## config.mk

```make
export PLATFORM = sky130hd
export DESIGN_NAME = dsbp_protect
export DESIGN_NICKNAME = d
export VERILOG_FILES = /design/src/logic/dsbp_pkg.sv /design/src/logic/dsbp_protect.sv
export VERILOG_INCLUDE_DIRS = /design/src /design/src/logic
export SDC_FILE = /design/constraint.sdc
export NUM_CORES = 1
export LEC_CHECK = 0
export ABC_AREA = 1
export BUFFER_PORTS_ARGS = -buffer_cell sky130_fd_sc_hd__buf_2
export CORE_ASPECT_RATIO = 0.5
export CORE_MARGIN = 10
export CORE_UTILIZATION = 60
export DETAILED_ROUTE_END_ITERATION = 7
export PLACE_DENSITY = 0.84
export REMOVE_ABC_BUFFERS = 1
export SYNTH_ARGS = -nofsm -noshare
export SYNTH_HDL_FRONTEND = slang
export SYNTH_SLANG_ARGS = --single-unit
```

## constraint.sdc

```tcl
create_clock -name clock -period 4.9 [get_ports clock]
set_input_delay 0.245 -clock clock [delete_from_list [all_inputs] [get_ports clock]]
set_output_delay 0.245 -clock clock [all_outputs]
set_load 0.02 [all_outputs]
```

## src/logic/dsbp_cfg.svh

```systemverilog
// constants of the saturation and overcurrent protection block
`ifndef DSBP_CFG_SVH
`define DSBP_CFG_SVH

// ==========================================================
// clock
`define DSBP_CLK_MHZ 40

// ==========================================================
// timing
`define DSBP_ACLD_TIME_NS 500
`define DSBP_ACLD_CYC ((`DSBP_ACLD_TIME_NS * `DSBP_CLK_MHZ + 999) / 1000)
`define DSBP_WDOG_TIME_US 1000
`define DSBP_WDOG_CYC (`DSBP_WDOG_TIME_US * `DSBP_CLK_MHZ)
`define DSBP_WDOG_W 20

// ==========================================================
// fields and limits
`define DSBP_TIME_W 8
`define DSBP_EXT_LIMIT 8'h40

// ==========================================================
// reset values
`define DSBP_RST_FLAG 1'b0
`define DSBP_RST_CNT 8'h00
`define DSBP_RST_WDOG 20'h00000

`endif

```

## src/logic/dsbp_pkg.sv

```systemverilog
// types of the saturation and overcurrent protection block
`include "dsbp_cfg.svh"

package dsbp_pkg;

  // ==========================================================
  // sequencer states
  typedef enum logic [5:0] {
    ST_OFF   = 6'b000001,
    ST_BLANK = 6'b000010,
    ST_ON    = 6'b000100,
    ST_ACLD  = 6'b001000,
    ST_PLAT  = 6'b010000,
    ST_HARD  = 6'b100000
  } dsbp_state_t;

  typedef logic [`DSBP_TIME_W-1:0] dsbp_time_t;

  // ==========================================================
  // whole block state
  typedef struct packed {
    dsbp_state_t st;
    dsbp_time_t cnt;
    dsbp_time_t ocCnt;
    logic [`DSBP_WDOG_W-1:0] wdog;
    logic [4:0] sync1;
    logic [4:0] sync2;
    logic selMirror;
    logic refMirror;
    logic selStatus;
    logic toBlock;
    logic satErr;
    logic ocErr;
    logic toErr;
    logic notifyC;
    logic disA;
    logic disB;
    logic safeOff;
  } dsbp_regs_t;

endpackage

```

## src/logic/dsbp_protect.sv

```systemverilog
// saturation, overcurrent and blanking selection protection sequencer
//
// What this block does
// RL1 - class A fault disables until fast reactivation
// RL2 - class B event disables until full reinitialisation
// RL3 - class C events only notify, never disable
// RL4 - comparator result readable as status bit
// RL5 - sense pin held low for blanking at turn-on
// RL6 - saturation after blanking: safe off, flag, fault
// RL7 - saturation checked only while on commanded
// RL8 - turn-off pulldown: plateau, plus blanking below 0x40
// RL9 - clamp enable pulls sense low while off
// RL10 - safe-off sequences skip active clamp delay
// RL11 - select status picks blanking register A or B
// RL12 - selection shown locally and mirrored to primary
// RL13 - host select/refresh mirrored into secondary bits
// RL14 - selection sets only with select and refresh
// RL15 - selection clears on select low or timeout
// RL16 - selection rise restarts watchdog, counts while set
// RL17 - refresh rise restarts watchdog; host must refresh
// RL18 - watchdog overflow: revert to A, timeout flag
// RL19 - overcurrent monitored while on: safe off, flag
// RL20 - overcurrent blanked at turn-on, idle while off
// RL21 - software keeps overcurrent blanking below saturation's
// RL22 - error flags sticky until software clears them
`timescale 1ns/1ps
`include "dsbp_cfg.svh"

module dsbp_protect #(
  parameter int WDOG_CYCLES = `DSBP_WDOG_CYC
) (
  // clock and reset
  input wire logic clock,
  input wire logic reset_n,
  // pins and primary-side requests, asynchronous
  input wire logic pwmIn,
  input wire logic satSenseIn,
  input wire logic overcurrentSense,
  input wire logic blankSelectRequest,
  input wire logic blankRefreshRequest,
  // configuration
  input wire dsbp_pkg::dsbp_time_t blankingTimeRegA,
  input wire dsbp_pkg::dsbp_time_t blankingTimeRegB,
  input wire dsbp_pkg::dsbp_time_t overcurrentBlankingReg,
  input wire dsbp_pkg::dsbp_time_t twoLevelTurnoffTime,
  input wire logic turnoffClampEnable,
  // control pulses and other fault classes
  input wire logic clearErrors,
  input wire logic fastReactivate,
  input wire logic fullReinit,
  input wire logic catBEvent,
  input wire logic catCEvent,
  // output stage and sense pin
  output logic gateOn,
  output logic twoLevelTurnoff,
  output logic activeClampDelay,
  output logic satSenseOut,
  output logic satSenseOe,
  // status
  output logic fastFaultOut_n,
  output logic satComparatorStatus,
  output logic satErrorFlag,
  output logic overcurrentErrorFlag,
  output logic blankTimeoutError,
  output logic blankSelectStatus,
  output logic blankSelectMirrorPrimary,
  output logic blankSelectMirror,
  output logic blankRefreshMirror,
  output logic notifyFlag,
  output logic deviceDisabled
);
  import dsbp_pkg::*;

  dsbp_regs_t q;
  dsbp_regs_t d;

  // ==========================================================
  // decoded helpers
  logic pwmS;
  logic satS;
  logic ocS;
  logic onCmd;
  logic refRise;
  logic wdogOver;
  logic satFault;
  logic ocFault;
  dsbp_time_t blankActive;

  function automatic logic reached(input dsbp_time_t c, input dsbp_time_t lim);
    reached = ({1'b0, c} + 9'h001) >= {1'b0, lim};
  endfunction

  assign pwmS = q.sync2[0];
  assign satS = q.sync2[1];
  assign ocS = q.sync2[2];
  assign onCmd = pwmS & ~q.disA & ~q.disB;
  assign refRise = q.sync2[4] & ~q.refMirror;
  assign blankActive = q.selStatus ? blankingTimeRegB : blankingTimeRegA; // RL11
  assign wdogOver = q.selStatus && (q.wdog == `DSBP_WDOG_W'(WDOG_CYCLES - 1));
  // saturation looked at only after blanking while on is commanded
  assign satFault = (q.st == ST_ON) & satS; // RL6 RL7
  // overcurrent blanking runs from turn-on, independent of the other one
  assign ocFault = ((q.st == ST_BLANK) | (q.st == ST_ON)) & ocS
                   & reached(q.ocCnt, overcurrentBlankingReg); // RL19 RL20

  // ==========================================================
  // next state
  always_comb begin
    d = q;
    d.sync1 = {blankRefreshRequest, blankSelectRequest, overcurrentSense, satSenseIn, pwmIn};
    d.sync2 = q.sync1;
    d.selMirror = q.sync2[3]; // RL13
    d.refMirror = q.sync2[4]; // RL13
    d.cnt = q.cnt + 8'h01;

    // blanking register selection and its watchdog
    if (!q.selMirror) begin
      d.selStatus = 1'b0; // RL15
    end else if (wdogOver) begin
      d.selStatus = 1'b0; // RL15 RL18
      d.toBlock = 1'b1;
    end else if (q.refMirror && !q.toBlock) begin
      d.selStatus = 1'b1; // RL14
    end
    // a timeout holds until a new refresh edge, else it would re-arm at once
    if (!q.refMirror) begin
      d.toBlock = 1'b0;
    end
    if ((d.selStatus && !q.selStatus) || refRise) begin
      d.wdog = `DSBP_RST_WDOG; // RL16 RL17
    end else if (q.selStatus) begin
      d.wdog = q.wdog + `DSBP_WDOG_W'(1); // RL16
    end

    // error flags: a new event wins over a clear
    if (clearErrors || fullReinit) begin
      d.satErr = 1'b0;
      d.ocErr = 1'b0;
      d.toErr = 1'b0;
      d.notifyC = 1'b0;
    end
    if (satFault) begin
      d.satErr = 1'b1; // RL6 RL22
    end
    if (ocFault) begin
      d.ocErr = 1'b1; // RL19 RL22
    end
    if (wdogOver && q.selMirror) begin
      d.toErr = 1'b1; // RL18 RL3
    end
    if (catCEvent) begin
      d.notifyC = 1'b1; // RL3
    end

    // disable states
    if (fastReactivate) begin
      d.disA = 1'b0; // RL1
    end
    if (fullReinit) begin
      d.disA = 1'b0;
      d.disB = 1'b0; // RL2
    end
    if (satFault || ocFault) begin
      d.disA = 1'b1; // RL1
    end
    if (catBEvent) begin
      d.disB = 1'b1; // RL2
    end

    // output stage sequencer
    unique case (q.st)
      ST_OFF: begin
        d.safeOff = 1'b0;
        if (onCmd) begin
          d.st = ST_BLANK;
          d.cnt = `DSBP_RST_CNT;
          d.ocCnt = `DSBP_RST_CNT;
        end
      end
      ST_BLANK: begin
        if (q.ocCnt != 8'hff) begin
          d.ocCnt = q.ocCnt + 8'h01;
        end
        if (ocFault) begin
          d.st = ST_PLAT; // RL10
          d.cnt = `DSBP_RST_CNT;
          d.safeOff = 1'b1;
        end else if (!onCmd) begin
          d.st = ST_ACLD;
          d.cnt = `DSBP_RST_CNT;
        end else if (reached(q.cnt, blankActive)) begin
          d.st = ST_ON; // RL5
        end
      end
      ST_ON: begin
        if (q.ocCnt != 8'hff) begin
          d.ocCnt = q.ocCnt + 8'h01;
        end
        if (satFault || ocFault) begin
          d.st = ST_PLAT; // RL10
          d.cnt = `DSBP_RST_CNT;
          d.safeOff = 1'b1;
        end else if (!onCmd) begin
          d.st = ST_ACLD;
          d.cnt = `DSBP_RST_CNT;
        end
      end
      ST_ACLD: begin
        if (reached(q.cnt, 8'(`DSBP_ACLD_CYC))) begin
          d.st = ST_PLAT;
          d.cnt = `DSBP_RST_CNT;
        end
      end
      ST_PLAT: begin
        if (reached(q.cnt, twoLevelTurnoffTime)) begin
          d.cnt = `DSBP_RST_CNT;
          d.st = (blankActive < `DSBP_EXT_LIMIT) ? ST_HARD : ST_OFF; // RL8
        end
      end
      ST_HARD: begin
        if (reached(q.cnt, blankActive)) begin
          d.st = ST_OFF; // RL8
        end
      end
      default: begin
        d.st = ST_OFF;
      end
    endcase
  end

  // ==========================================================
  // state register
  always_ff @(posedge clock) begin
    if (!reset_n) begin
      q <= '{st: ST_OFF, cnt: `DSBP_RST_CNT, ocCnt: `DSBP_RST_CNT, wdog: `DSBP_RST_WDOG,
             default: '0};
    end else begin
      q <= d;
    end
  end

  // ==========================================================
  // outputs
  assign gateOn = (q.st == ST_BLANK) | (q.st == ST_ON);
  assign twoLevelTurnoff = (q.st == ST_PLAT);
  assign activeClampDelay = (q.st == ST_ACLD);
  assign satSenseOut = 1'b0;
  // pulldown during blanking, plateau and extension, clamp while off
  assign satSenseOe = (q.st == ST_BLANK) | (q.st == ST_PLAT) | (q.st == ST_HARD) // RL5 RL8
                      | (turnoffClampEnable & ((q.st == ST_OFF) | (q.st == ST_ACLD))); // RL9
  assign fastFaultOut_n = ~(q.satErr | q.ocErr); // RL6 RL19
  assign satComparatorStatus = satS; // RL4
  assign satErrorFlag = q.satErr;
  assign overcurrentErrorFlag = q.ocErr;
  assign blankTimeoutError = q.toErr;
  assign blankSelectStatus = q.selStatus; // RL12
  assign blankSelectMirrorPrimary = q.selStatus; // RL12
  assign blankSelectMirror = q.selMirror;
  assign blankRefreshMirror = q.refMirror;
  assign notifyFlag = q.notifyC | q.toErr;
  assign deviceDisabled = q.disA | q.disB;

  // ==========================================================
  // assertions
  a_cat_a_hold: assert property (@(posedge clock) disable iff (!reset_n) // RL1
    q.disA && !fastReactivate && !fullReinit |=> q.disA && !gateOn)
    else $error("class A disable left without reactivation");
  a_cat_b_hold: assert property (@(posedge clock) disable iff (!reset_n) // RL2
    q.disB && !fullReinit |=> q.disB ##1 !$rose(gateOn))
    else $error("class B disable left without reinitialisation");
  a_cat_c_quiet: assert property (@(posedge clock) disable iff (!reset_n) // RL3
    catCEvent && !q.disA && !q.disB && !satFault && !ocFault && !catBEvent
    |=> !deviceDisabled && notifyFlag)
    else $error("class C event changed device state");
  a_comp_status: assert property (@(posedge clock) // RL4
    reset_n && $past(reset_n, 2) |-> satComparatorStatus == $past(satSenseIn, 2))
    else $error("comparator status not the synchronised input");
  a_blank_pull: assert property (@(posedge clock) disable iff (!reset_n) // RL5
    $rose(gateOn) |-> satSenseOe && q.st == ST_BLANK)
    else $error("sense pin not held low at turn-on");
  a_sat_fault: assert property (@(posedge clock) disable iff (!reset_n) // RL6
    satFault |=> satErrorFlag && !fastFaultOut_n && q.st == ST_PLAT && q.safeOff)
    else $error("saturation fault reaction missing");
  a_sat_idle: assert property (@(posedge clock) disable iff (!reset_n) // RL7
    $rose(satErrorFlag) |-> $past(q.st) == ST_ON)
    else $error("saturation flagged outside on-phase");
  a_clamp_off: assert property (@(posedge clock) disable iff (!reset_n) // RL9
    turnoffClampEnable && q.st == ST_OFF |-> satSenseOe && !satSenseOut)
    else $error("sense pin not clamped while off");
  a_safe_skip: assert property (@(posedge clock) disable iff (!reset_n) // RL10
    (satFault || ocFault) |=> !activeClampDelay [*2])
    else $error("safe off passed the clamp delay");
  a_sel_set: assert property (@(posedge clock) disable iff (!reset_n) // RL14
    $rose(blankSelectStatus) |-> $past(q.selMirror) && $past(q.refMirror))
    else $error("selection set without select and refresh");
  a_sel_clear: assert property (@(posedge clock) disable iff (!reset_n) // RL15
    !q.selMirror |=> !blankSelectStatus)
    else $error("selection held after select cleared");
  a_wdog_out: assert property (@(posedge clock) disable iff (!reset_n) // RL18
    wdogOver && q.selMirror && !clearErrors |=> !blankSelectStatus && blankTimeoutError)
    else $error("watchdog timeout not handled");
  a_flag_sticky: assert property (@(posedge clock) disable iff (!reset_n) // RL22
    q.ocErr && !clearErrors && !fullReinit |=> overcurrentErrorFlag)
    else $error("overcurrent flag dropped without clear");

  c_sat_trip: cover property (@(posedge clock) disable iff (!reset_n) satFault);
  c_oc_trip: cover property (@(posedge clock) disable iff (!reset_n) ocFault);
  c_ext_off: cover property (@(posedge clock) disable iff (!reset_n) q.st == ST_HARD);
  c_wdog_to: cover property (@(posedge clock) disable iff (!reset_n) wdogOver);

endmodule
```

======== Word level (Yosys, flattened, before mapping) ========
Index checks and enable logic that the tools add are counted.
storage, ports and cells
  flip-flop bits (word level) ............. 62
  bits in latches ......................... 0
  RAM bits ................................ 0
  ROM bits ................................ 0
  word-level logic and storage cells ...... 111
  memories kept ........................... 0
cells by class
  $add $sub $neg .......................... 5
  multiply operators ...................... 0
  div/mod/pow operators ................... 0
  magnitude comparators ................... 5
  equal/unequal tests ..................... 15
  shifts and indexed selects .............. 0
  mux-type cells .......................... 28
  bitwise logic cells ..................... 20
  reduce and logical (&&, ||, !) cells .... 22
operators by type and width
  operator                                                                      count
  14-bit two-way mux                                                            5
  8-bit one-hot mux with 5 select lines                                         1
  6-bit one-hot mux with 6 select lines                                         1
  9-bit by 8-bit >= comparator with 1-bit output                                3
  6-bit two-way mux                                                             4
  8-bit two-way mux                                                             3
  22-bit two-way mux                                                            1
  20-bit by 1-bit adder with 20-bit output, second input constant               1
  20-bit by 16-bit equality test with 1-bit output, second input constant       1
  8-bit by 1-bit adder with 9-bit output, second input constant                 2
  8-bit by 1-bit adder with 8-bit output, second input constant                 2
  8-bit one-hot mux with 2 select lines                                         1
  2-bit nonzero test                                                            6
  1-bit two-way mux                                                             10
  9-bit by 5-bit >= comparator with 1-bit output, second input constant         1
  8-bit by 7-bit less-than comparator with 1-bit output, second input constant  1
  8-bit != test, second input constant                                          1
  1-bit bitwise OR                                                              8
  1-bit bitwise AND                                                             7
  6-bit by 1-bit equality test with 1-bit output, second input constant         1
  6-bit by 2-bit equality test with 1-bit output, second input constant         1
  6-bit by 3-bit equality test with 1-bit output, second input constant         1
  6-bit by 4-bit equality test with 1-bit output, second input constant         1
  6-bit by 5-bit equality test with 1-bit output, second input constant         1
  16 further kinds                                                              31

======== Longest topological paths before layout ========
Gate-level depths: netlist (run 1).
  depth in word-level cells ............... 8
  depth in mapped cells ................... 20
  mapped depth without buffers ............ 20

======== Worst setup path after synthesis (run 1) ========
Ideal clock, no wire load.
  path type ............................... reg-to-reg
  start point ............................. register q[49] (netlist bit)
  end point ............................... register q[49] (netlist bit)
  arrival ................................. 2358 ps
  data required time ...................... 4778 ps
  slack ................................... 2419 ps
  cell stages (with the launch flop) ...... 19
  period minus slack after synthesis ...... 2481 ps
  cell sequence ........................... dfxtp_1 > ha_1 > nand3_2 > xor2_1 > inv_1 > ha_1 > nand2_1 > nor2_1 > o21ai_0 > nand3_1 > nand2_1 > nand2_1 > nand2_1 > nand3_2 > nand3_4 > nor2_8 > nand3_2 > nand2_4 > nor2_2
on the way
  longest elaborated chain between the ends .. 4
  elaborated cells between the ends (all ways) .. 12
RTL lines
  element                                                                                           RTL line                                 text
  from (decl)                                                                                       dsbp_protect.sv:74                       dsbp_regs_t q;
  from (signal assigned)                                                                            dsbp_protect.sv:235                      q <= '{st: ST_OFF, cnt: `DSBP_RST_CNT, ocCnt: `DSBP_RST_CNT, wdog: `DSBP_RST_WDOG,
  8-bit by 1-bit adder with 9-bit output or 8-bit by 1-bit adder with 8-bit output (tied branches)  dsbp_protect.sv:90, dsbp_protect.sv:114
  9-bit by 8-bit >= comparator with 1-bit output, or another cell as far along                      dsbp_protect.sv:90                       reached = ({1'b0, c} + 9'h001) >= {1'b0, lim};
  14-bit two-way mux (on tied branches)                                                             n/a
  8-bit one-hot mux with 5 select lines *                                                           dsbp_protect.sv:171                      unique case (q.st)
Every way passes the cells marked *; elsewhere a longest branch is shown, timed or not. The select of a mux whose other input is x is not followed.
A chain may end at the register's enable or synchronous reset.

======== Worst setup path after layout (run 1) ========
Ends and elaborated chain as after synthesis.

==> run summary, run 1 <==
outcome: finished clean
Layout Area Growth over Synthesis: 19.8%
worst slew margin relative to its limit: 54.2%
flop and latch count out of synthesis: 62
setup repair after global routing missed its margin: false
Power Density: 380 nW/µm²
post-synthesis area per instance: 7.26 µm²
overall power: 1.68 mW
Worst R2R End: q[49]
CP delay by family, top: simple AND/OR/NAND/NOR gates
static leakage: 2.21 nW
DRC violation count after routing: 0
number of pins with negative max-slew slack in the final report: 0
die outline area: 9900 µm²
drt initial violations: 278
Vias: 3433
synth top area cells: sky130_fd_sc_hd__dfxtp_1 34%, sky130_fd_sc_hd__nand2_1 10%, sky130_fd_sc_hd__ha_1 9.5%
Worst Reg-to-Reg Cells: 18
overall track demand over capacity in global routing: 18.1%
setup repair bufs after CTS: 0
# resized after CTS: 0
Clock Latency Late Sink: 330 ps
highest net fanout along the worst path: 9
endpoint kind of the worst setup timing path: flip-flop
clock tree sinks: 62
async set or reset register ratio after synthesis: 0%
wire length of the first global-routing pass: 14200 µm
minimum clock period: 2810 ps
Worst Path Class, Setup: flip-flop to flip-flop
origin of the critical flop-to-flop path: q[49]
residual overflow from global routing: 0
maximum cell stage delay along the critical path: 530 ps
worst vdd ir: 168 µV
pin count of the biggest net entering global routing: 21
number of buffers inserted during clock tree synthesis: 9
number of antenna violations at the first check in global routing: 0
required time at the endpoint of the critical path: 5120 ps
final net count: 645
worst setup slack for register-to-register paths: 2090 ps
share of the clock period used by the worst path after layout: 57.3%
die width: 131 µm
most instantiated flip-flop cell in the synthesis netlist: sky130_fd_sc_hd__dfxtp_1
Post-Route Skew: 5.11 ps
RD Place Congestion: 0.906
clock-pin slew on the worst setup and hold paths: 50 ps
# setup viols final: 0
MaxCap Viol Count: 0
overall routed net length: 8480 µm
CTS H-tree depth: 3
area fraction of the dominant cell type after synthesis: 33.5%
number of endpoints with negative hold slack in the final report: 0
Mapped Area: 3700 µm²
number of top-level design ports: 61
TritonCTS clock tree: yes
Critical Path Start Type: flip-flop
slowest CP cell: sky130_fd_sc_hd__dfxtp_1
die outline height: 75.5 µm
most frequent CP cell: sky130_fd_sc_hd__nand2_1
unique cell type count in the Yosys netlist: 42
type of the tightest min-delay check: primary input to flip-flop
remaining antenna violation count: 0
layout cell share with drive strength beyond 1: 19.8%
number of warning messages in the yosys log: 0
most frequent cell after synthesis: sky130_fd_sc_hd__nand2_1
cell type with the highest aggregate area in the netlist: sky130_fd_sc_hd__dfxtp_1
EDFF count, synth: 0
total negative slack for setup checks: 0 ps
number of filler instances in the final layout: 460
via-per-instance ratio: 5.16
hold buffer count at cts: 0
total inserted antenna cells: 0
Placeable Area: 6030 µm²
Buffers & Inverters on Critical Path: 1
placed wire-length estimate: 6190 µm
share of synthesized area occupied by flip-flops and latches: 33.5%
register with the most flip-flops: q
WL/cell: 12.8 µm
row count: 20
Gate Count Post-Synth: 510
Post-synth top cells: 100 x sky130_fd_sc_hd__nand2_1, 81 x sky130_fd_sc_hd__inv_1, 63 x sky130_fd_sc_hd__nor2_1, 62 x sky130_fd_sc_hd__dfxtp_1, 28 x sky130_fd_sc_hd__ha_1
master cell of the clock root buffer: sky130_fd_sc_hd__clkbuf_16
endpoint arrival time on the critical path: 3020 ps
maximum buffer depth of the clock tree: 2
flip-flop count of the largest register, all copies and words added: 46
number of logic stages on the critical path including buffering: 18
Critical Path End: q[49]
cell-by-cell listing of the critical path: ha_1 -> nand3_2 -> xor2_1 -> inv_1 -> ha_1 -> nand2_1 -> nor2_1 -> o21ai_0 -> nand3_1 -> nand2_1 -> nand2_1 -> nand2_1 -> nand3_2 -> nand3_4 -> nor2_8 -> nand3_2 -> nand2_4 -> nor2_2
Worst-Margin Slew: 686 ps
vias in the first global route: 3245
total of buffers placed on input and output ports: 59
fmax: 356 MHz
Initial Util: 61.4%
CP startpoint: q[49]
first drt pass iteration count: 5
==> worst min-delay path by stage <==
stage	start	to	slack (ps)	depth (start not counted)
after CTS	blankRefreshRequest	d[15]	90	3
after detailed placement	d[13]	ocS	400	2
after global routing	blankRefreshRequest	d[15]	100	3
after floorplan	reset_n	q[57]	330	1
after global placement	d[12]	satComparatorStatus	390	2
final	blankRefreshRequest	d[15]	100	3
==> area by class of cell <==
class	instances	area (µm²)	area share, %
multi-input cells	355	2100	47.3
flip-flops and latches	62	1240	28.0
inverters	85	322	7.25
repair buffers	59	295	6.66
clock buffers	9	225	5.08
clock inverters	7	145	3.27
well taps	88	110	2.48
==> cells by family (layout without fill, tap and decap cells) <==
kind of cell	after synthesis	count (layout)	synth area share, %
AOI/OAI and AO/OA	49	49	7.40
xor gates and xnor gates	19	19	4.50
adders and majority gates	28	28	9.47
buffers and inverters	93	160	9.80
DFF	62	62	33.5
muxes	7	7	1.89
other	1	1	0.101
and+or+nand+nor	251	251	33.3
==> routing by layer <==
layer	vias to the layer above	track usage [%]	wire (µm)
met1	1585	19.6	3600
met5	-	0	0
met4	0	5.88	108
met3	16	5.49	413
met2	75	33.7	4360
li1	1757	-	-
==> worst register-to-register path, cell delays in order, from the launching register on <==
cell and delay, ps:
sky130_fd_sc_hd__dfxtp_1 530, sky130_fd_sc_hd__ha_1 260, sky130_fd_sc_hd__nand3_2 120, sky130_fd_sc_hd__xor2_1 210, sky130_fd_sc_hd__inv_1 120, sky130_fd_sc_hd__ha_1 330
sky130_fd_sc_hd__nand2_1 70, sky130_fd_sc_hd__nor2_1 110, sky130_fd_sc_hd__o21ai_0 90, sky130_fd_sc_hd__nand3_1 70, sky130_fd_sc_hd__nand2_1 60, sky130_fd_sc_hd__nand2_1 60
sky130_fd_sc_hd__nand2_1 70, sky130_fd_sc_hd__nand3_2 100, sky130_fd_sc_hd__nand3_4 100, sky130_fd_sc_hd__nor2_8 140, sky130_fd_sc_hd__nand3_2 90, sky130_fd_sc_hd__nand2_4 140
sky130_fd_sc_hd__nor2_2 40
==> cell usage in the layout (no fill, tap or decap), types with 5 or more instances in the layout <==
cell,n
sky130_fd_sc_hd__nand2_1,100
sky130_fd_sc_hd__xnor2_1,5
sky130_fd_sc_hd__xor2_1,14
sky130_fd_sc_hd__nor3_1,10
sky130_fd_sc_hd__nand4_1,11
sky130_fd_sc_hd__nand3_1,23
sky130_fd_sc_hd__nor2_1,63
sky130_fd_sc_hd__buf_2,59
sky130_fd_sc_hd__o21ai_0,10
sky130_fd_sc_hd__a21oi_1,26
sky130_fd_sc_hd__clkbuf_16,9
sky130_fd_sc_hd__inv_1,81
sky130_fd_sc_hd__dfxtp_1,62
sky130_fd_sc_hd__nor2_2,12
sky130_fd_sc_hd__nand3_2,6
sky130_fd_sc_hd__ha_1,28
sky130_fd_sc_hd__nand2_4,5
sky130_fd_sc_hd__mux2i_1,7
==> through the flow <==
stage               cells  hold slack, ps  setup WS (ps)  utilization (%)  area (µm²)
floorplan             502             329           2420                -        3660
global placement      649             394           2240             67.4        4070
detailed placement    649             397           2160             67.4        4070
CTS                   665            91.0           2120             73.5        4440
global route          665             104           1850             73.5        4440
finish                665            98.3           2090             73.5        4440
==> where the power goes <==
part	internal (mW)	switching, mW
Combinational	0.125	0.215
Clock	0.550	0.239
Sequential	0.529	0.0250
(Power assumes the default switching activity.)
==> inputs of run 2 (changes only) <==
--- a/config.mk
+++ b/config.mk
@@ -6,13 +6,13 @@
 export SDC_FILE = /design/constraint.sdc
 export NUM_CORES = 1
 export LEC_CHECK = 0
-export ABC_AREA = 1
+export ABC_AREA = 0
 export BUFFER_PORTS_ARGS = -buffer_cell sky130_fd_sc_hd__buf_2
 export CORE_ASPECT_RATIO = 0.5
 export CORE_MARGIN = 10
-export CORE_UTILIZATION = 60
+export CORE_UTILIZATION = 51
 export DETAILED_ROUTE_END_ITERATION = 7
-export PLACE_DENSITY = 0.84
+export PLACE_DENSITY = 0.76
 export REMOVE_ABC_BUFFERS = 1
 export SYNTH_ARGS = -nofsm -noshare
 export SYNTH_HDL_FRONTEND = slang
==> constraint.sdc (replaced) <==
create_clock -name clock -period 2.5 [get_ports clock]
set_input_delay 0.125 -clock clock [delete_from_list [all_inputs] [get_ports clock]]
set_output_delay 0.125 -clock clock [all_outputs]
set_load 0.02 [all_outputs]
==> run 2 against run 1 <==
  * The flow now finishes with violations (negative setup slack)
  * Power is 54% higher
  * Register-to-register slack got worse by 2200 ps
  * Sequential share of layout area shrank 3.0 points
  * Synthesized cell count down 15%
  * Highest routed layer unchanged
  * Worst hold slack got worse by 89 ps
  * Count of clock-buffer cells in the layout rose by 2
  * Combinational power fell by 7.1%
  * Clock power up 59%
  * Synthesized area fell by 3.4%
  * Global-route usage shrank 0.084 points
==> run summary, run 2 <==
outcome: complete, but fails checks
violated checks: negative setup slack
number of warning messages in the yosys log: 0
Post-synth top cells: 62 x sky130_fd_sc_hd__dfxtp_1, 55 x sky130_fd_sc_hd__nor2_1, 34 x sky130_fd_sc_hd__nand2_1, 31 x sky130_fd_sc_hd__a21oi_1, 28 x sky130_fd_sc_hd__ha_1
minimum clock period: 2640 ps
most common cell after layout, fill and taps aside: sky130_fd_sc_hd__buf_2
area fraction of the dominant cell type after synthesis: 34.7%
Worst Setup Slack, final: -137 ps
flop and latch count out of synthesis: 62
Post-Place Cells: 619
Gate Count Post-Synth: 434
worst setup slack for register-to-register paths: -140 ps
required time at the endpoint of the critical path: 2760 ps
die width: 138 µm
residual overflow from global routing: 0
endpoint kind of the worst setup timing path: flip-flop
# setup viols final: 12
highest net fanout along the worst path: 4
number of pins with negative max-slew slack in the final report: 0
Placeable Area: 6750 µm²
share of the clock period used by the worst path after layout: 105%
DRC violation count after routing: 0
start point of the worst min-delay path: pwmIn
Worst Reg-to-Reg Cells: 14
commonest non-fill, non-tap cells in the layout: 59 x sky130_fd_sc_hd__buf_2, 57 x sky130_fd_sc_hd__dfxtp_1, 53 x sky130_fd_sc_hd__nor2_1
register with the most flip-flops: q
overall track demand over capacity in global routing: 18.0%
Critical Path Start Type: flip-flop
Clock Latency Late Sink: 340 ps
overall routed net length: 10400 µm
Worst Path Class, Setup: flip-flop to flip-flop
worst vdd ir: 435 µV
total of buffers placed on input and output ports: 59
final net count: 620
final instance area: 5030 µm²
remaining antenna violation count: 0
TritonCTS clock tree: yes
drt initial violations: 321
maximum buffer depth of the clock tree: 2
vias in the first global route: 3553
origin of the critical flop-to-flop path: q[42]
CTS H-tree depth: 3
cell type with the highest aggregate area in the netlist: sky130_fd_sc_hd__dfxtp_1
fmax: 379 MHz
wire length of the first global-routing pass: 16600 µm
Endpoint, Worst Hold: d[11]
most frequent cell after synthesis: sky130_fd_sc_hd__dfxtp_1
Hold Crit Depth: 2
unique cell type count in the Yosys netlist: 54
Power Density: 517 nW/µm²
pin count of the biggest net entering global routing: 21
number of antenna violations at the first check in global routing: 1
layout cell share with drive strength beyond 1: 33.9%
Layout Area Growth over Synthesis: 40.6%
synth top area cells: sky130_fd_sc_hd__dfxtp_1 35%, sky130_fd_sc_hd__ha_1 9.8%, sky130_fd_sc_hd__nor2_1 5.8%
worst slew margin relative to its limit: 57.8%
overall power: 2.60 mW
master cell of the clock root buffer: sky130_fd_sc_hd__clkbuf_16
row count: 21
WL/cell: 16.1 µm
post-route non-filler standard cell count: 645
flip-flop count of the largest register, all copies and words added: 46
number of top-level design ports: 61
die outline height: 79.2 µm
total negative slack for setup checks: -966 ps
placed wire-length estimate: 6710 µm
type of the tightest min-delay check: primary input to flip-flop
clock tree sinks: 62
post-synthesis area per instance: 8.24 µm²
Vias: 3577
Initial Util: 53.0%
first drt pass iteration count: 5
most instantiated flip-flop cell in the synthesis netlist: sky130_fd_sc_hd__dfxtp_1
setup repair after global routing missed its margin: true
placed cell area: 4290 µm²
via-per-instance ratio: 5.55
share of synthesized area occupied by flip-flops and latches: 34.7%
number of endpoints with negative hold slack in the final report: 0
Worst Setup Slack post-DPL: -324 ps
die outline area: 11000 µm²
Mapped Area: 3580 µm²
RD Place Congestion: 0.847
static leakage: 2.21 nW
Worst-Margin Slew: 629 ps
Worst R2R End: q[56]
async set or reset register ratio after synthesis: 0%
number of buffers inserted during clock tree synthesis: 9
Post-Route Skew: 5.59 ps
MaxCap Viol Count: 0
clock-pin slew on the worst setup and hold paths: 60 ps
endpoint arrival time on the critical path: 2900 ps
EDFF count, synth: 0
==> run 2: changes by cell type after synthesis, sizes merged, moves of 7 or more <==
| cell | delta |
|---|---|
| nand2 | -74 |
| inv | -60 |
| nor2 | -24 |
| and2 | +16 |
| nand3 | -12 |
| nor2b | +10 |
| and3 | +8 |
| nand2b | +7 |
==> run 2: where the power goes <==
part | leakage, nW | switching [mW] | internal (mW) | total [mW]
logic | 1.56 | 0.167 | 0.148 | 0.315
clock network | 0.142 | 0.458 | 0.798 | 1.26
registers | 0.506 | 0.0209 | 1.01 | 1.03
==> run 2: logic make-up after synthesis <==
family | synth area share, %
AO/OA/AOI/OAI | 14.9
XOR/XNOR | 6.61
adder cells (fa/ha/maj) | 9.80
buffers and inverters | 4.51
flip-flops | 34.7
multiplexers | 2.83
other | 0.105
AND/OR/NAND/NOR | 26.5
==> run 2: worst max path at each step <==
stage	depth (start not counted)	start	slack [ps]	end
floorplan	2	blankSelectMirrorPrimary	-400	q[21]
global placement	12	q[50]	-260	q[52]
detailed placement	12	q[50]	-320	q[53]
CTS	13	q[50]	-30	q[53]
global route	14	q[42]	-260	q[56]
finish	14	q[42]	-140	q[56]
==> run 2: timing repair <==
item | 4_1_cts | 5_1_grt
endpoints found under the hold margin | 2 | 0
hold buffers | 2 | 0
pin swaps | 22 | 10
setup endpoints to repair | 15 | 15
resized for setup | 46 | 32
setup buffers | 5 | 3
==> run 2: layer usage <==
layer  up-vias  track usage, %  wire (µm)
li1       1742               -          -
met1      1684            19.9       4280
met2       116            32.9       5280
met3        35            4.57        477
met4         0            7.53        344
met5         -               0          0
==> run 2: final cells by class <==
cell class | count | area (µm²)
fill | 441 | 1730
multi-input combinational | 333 | 2500
sequential | 62 | 1260
inverter | 26 | 103
tap | 92 | 115
clock inverter | 5 | 58.8
timing repair buffer | 115 | 747
antenna | 1 | 2.50
clock buffer | 11 | 243
==> run 2: per-stage QoR <==
| step | hold WS [ps] | utilization [%] |
|---|---|---|
| finish | 9.66 | 74.4 |
| detailed placement | 336 | 63.5 |
| floorplan | 204 | - |
| global route | 15.4 | 74.4 |
| global placement | 330 | 63.5 |
| CTS | 2.72 | 71.4 |
==> run 2: worst max-delay path: stages, from the launching register on <==
cell	delay [ps]
sky130_fd_sc_hd__dfxtp_4	370
sky130_fd_sc_hd__ha_4	130
sky130_fd_sc_hd__and3_4	210
sky130_fd_sc_hd__nand3_4	70
sky130_fd_sc_hd__xnor2_2	150
sky130_fd_sc_hd__ha_1	290
sky130_fd_sc_hd__and3_4	160
sky130_fd_sc_hd__a21oi_2	130
sky130_fd_sc_hd__and3_4	220
sky130_fd_sc_hd__a21oi_4	80
sky130_fd_sc_hd__buf_6	130
sky130_fd_sc_hd__a21oi_1	180
sky130_fd_sc_hd__buf_4	180
sky130_fd_sc_hd__nand3_1	100
sky130_fd_sc_hd__a21oi_1	130
==> inputs of run 3 (changes only) <==
--- a/config.mk
+++ b/config.mk
@@ -9,7 +9,6 @@
 export ABC_AREA = 0
 export BUFFER_PORTS_ARGS = -buffer_cell sky130_fd_sc_hd__buf_2
 export CORE_ASPECT_RATIO = 0.5
-export CORE_MARGIN = 10
 export CORE_UTILIZATION = 51
 export DETAILED_ROUTE_END_ITERATION = 7
 export PLACE_DENSITY = 0.76
==> run 3 against run 2 <==
  * The flow still finishes with violations (negative setup slack)
  * Critical path depth fell by 1
  * Utilization fell by 0.27 points
  * Die area shrank 33%
  * Cell area fell by 0.75%
  * Count of clock-buffer cells in the layout is the same
  * Worst hold slack worse by 4.0 ps
  * Non-clock buffer count is 1 lower
  * Largest power group unchanged
  * Highest routed layer unchanged
==> run summary, run 3 (same netlist as run 2, synthesis figures left out) <==
outcome: complete, but fails checks
violated checks: negative setup slack
Worst R2R End: q[51]
post-route non-filler standard cell count: 643
number of buffers inserted during clock tree synthesis: 9
Power Density: 556 nW/µm²
Initial Util: 53.2%
slowest CP cell: sky130_fd_sc_hd__dfxtp_2
clock-pin slew on the worst setup and hold paths: 50 ps
total negative slack for setup checks: -1060 ps
overall power: 2.77 mW
number of antenna violations at the first check in global routing: 0
wire length of the first global-routing pass: 15100 µm
final net count: 619
remaining antenna violation count: 0
Post-Place Cells: 622
pin count of the biggest net entering global routing: 21
Vias: 3450
clock tree sinks: 62
final instance area: 4990 µm²
most frequent CP cell: sky130_fd_sc_hd__and3_4
master cell of the clock root buffer: sky130_fd_sc_hd__clkbuf_16
via-per-instance ratio: 5.37
CTS H-tree depth: 3
die width: 120 µm
origin of the critical flop-to-flop path: q[49]
Endpoint, Worst Hold: d[14]
layout cell share with drive strength beyond 1: 33.4%
first drt pass iteration count: 4
TritonCTS clock tree: yes
MaxCap Viol Count: 0
Worst-Margin Slew: 685 ps
die outline height: 61.2 µm
total of buffers placed on input and output ports: 59
flip-flop count of the largest register, all copies and words added: 46
commonest non-fill, non-tap cells in the layout: 59 x sky130_fd_sc_hd__buf_2, 56 x sky130_fd_sc_hd__dfxtp_1, 54 x sky130_fd_sc_hd__nor2_1
DRC violation count after routing: 0
Placeable Area: 6730 µm²
static leakage: 2.21 nW
overall routed net length: 9610 µm
required time at the endpoint of the critical path: 2720 ps
residual overflow from global routing: 0
vias in the first global route: 3256
number of endpoints with negative hold slack in the final report: 0
maximum cell stage delay along the critical path: 360 ps
cell-by-cell listing of the critical path: and2_4 -> and4_4 -> and3_4 -> xor2_2 -> ha_1 -> and3_4 -> a21oi_2 -> and3_4 -> a211oi_4 -> o31ai_4 -> o31ai_4 -> buf_6 -> nor2b_1
Worst Reg-to-Reg Cells: 13
endpoint kind of the worst setup timing path: flip-flop
register with the most flip-flops: q
maximum buffer depth of the clock tree: 2
number of top-level design ports: 61
Layout Area Growth over Synthesis: 39.5%
placed cell area: 4310 µm²
Worst Setup Slack, final: -126 ps
setup repair after global routing missed its margin: true
RD Place Congestion: 0.878
# setup viols final: 11
worst setup slack for register-to-register paths: -130 ps
fmax: 381 MHz
Worst Path Class, Setup: flip-flop to flip-flop
worst vdd ir: 458 µV
Critical Path Start Type: flip-flop
placed wire-length estimate: 6190 µm
Clock Latency Late Sink: 330 ps
row count: 21
minimum clock period: 2630 ps
Worst Setup Slack post-DPL: -308 ps
endpoint arrival time on the critical path: 2850 ps
drt initial violations: 234
worst slew margin relative to its limit: 54.0%
overall track demand over capacity in global routing: 26.7%
total inserted antenna cells: 0
Post-Route Skew: 5.25 ps
WL/cell: 15.0 µm
die outline area: 7370 µm²
share of the clock period used by the worst path after layout: 105%
Hold Crit Depth: 2
Buffers & Inverters on Critical Path: 1
type of the tightest min-delay check: primary input to flip-flop
highest net fanout along the worst path: 7
start point of the worst min-delay path: blankSelectRequest
most common cell after layout, fill and taps aside: sky130_fd_sc_hd__buf_2
number of pins with negative max-slew slack in the final report: 0
CP delay by family, top: simple AND/OR/NAND/NOR gates
==> run 3: cell types whose count changed in the layout (fill, tap and decap cells not counted), moves of 2 or more <==
cell	delta
sky130_fd_sc_hd__ha_1	+2
sky130_fd_sc_hd__nor2b_1	-2
sky130_fd_sc_hd__dfxtp_2	+2
sky130_fd_sc_hd__buf_4	+2
sky130_fd_sc_hd__a21oi_2	-2
sky130_fd_sc_hd__buf_6	-2
sky130_fd_sc_hd__a21oi_1	+2
sky130_fd_sc_hd__ha_4	-2
sky130_fd_sc_hd__bufinv_16	+2
sky130_fd_sc_hd__nor2b_2	+2
==> run 3: where the power goes <==
| part | switching (mW) | leakage [nW] | internal, mW |
|---|---|---|---|
| clock | 0.446 | 0.166 | 1.00 |
| combinational | 0.155 | 1.54 | 0.141 |
| sequential | 0.0202 | 0.506 | 1.01 |
| total | 0.622 | 2.21 | 2.15 |
==> run 3: worst reg2reg max path: cells and delay by family (launching register included) <==
kind                       cells  cell delay (ps)
DFF                            1              360
adders and majority gates      1              310
AOI/OAI and AO/OA              4              660
and+or+nand+nor                6              960
buffers and inverters          1              160
xor gates and xnor gates       1               70
==> run 3: repair_timing <==
item                       4_1_cts  5_1_grt
pin swaps                       24        5
hold endpoints to repair         1        0
setup endpoints to repair       15       15
hold buffers                     1        0
buffers inserted                 4        1
resized for setup               42       25
==> run 3: layer usage <==
layer,track usage (%),share of wire [%],up-vias
met3,6.85,3.0,14
met2,48.5,51,64
met1,32.0,45,1640
met5,0,0,-
li1,-,-,1732
met4,8.47,1.4,0
==> run 3: final cells by class <==
type	instances	area, µm²
multi-input combinational	333	2440
fill	460	1740
sequential	62	1260
timing repair buffer	114	729
clock buffer	11	243
tap	92	115
clock inverter	5	106
inverter	26	103
==> run 3: worst max path at each step <==
stage,startpoint,to,slack [ps],depth (start not counted)
floorplan,blankSelectMirrorPrimary,q[21],-400,2
global placement,q[50],q[55],-210,13
detailed placement,q[50],q[55],-310,13
CTS,q[42],q[55],-70,15
global route,q[50],q[51],-220,13
finish,q[49],q[51],-130,13
==> run 3: through the flow <==
stage                     utilization, %  hold slack [ps]
final                               74.2             5.65
after global routing                74.2             14.0
after CTS                           72.6             2.00
after detailed placement            64.1              334
after global placement              64.1              330
after floorplan                        -              204
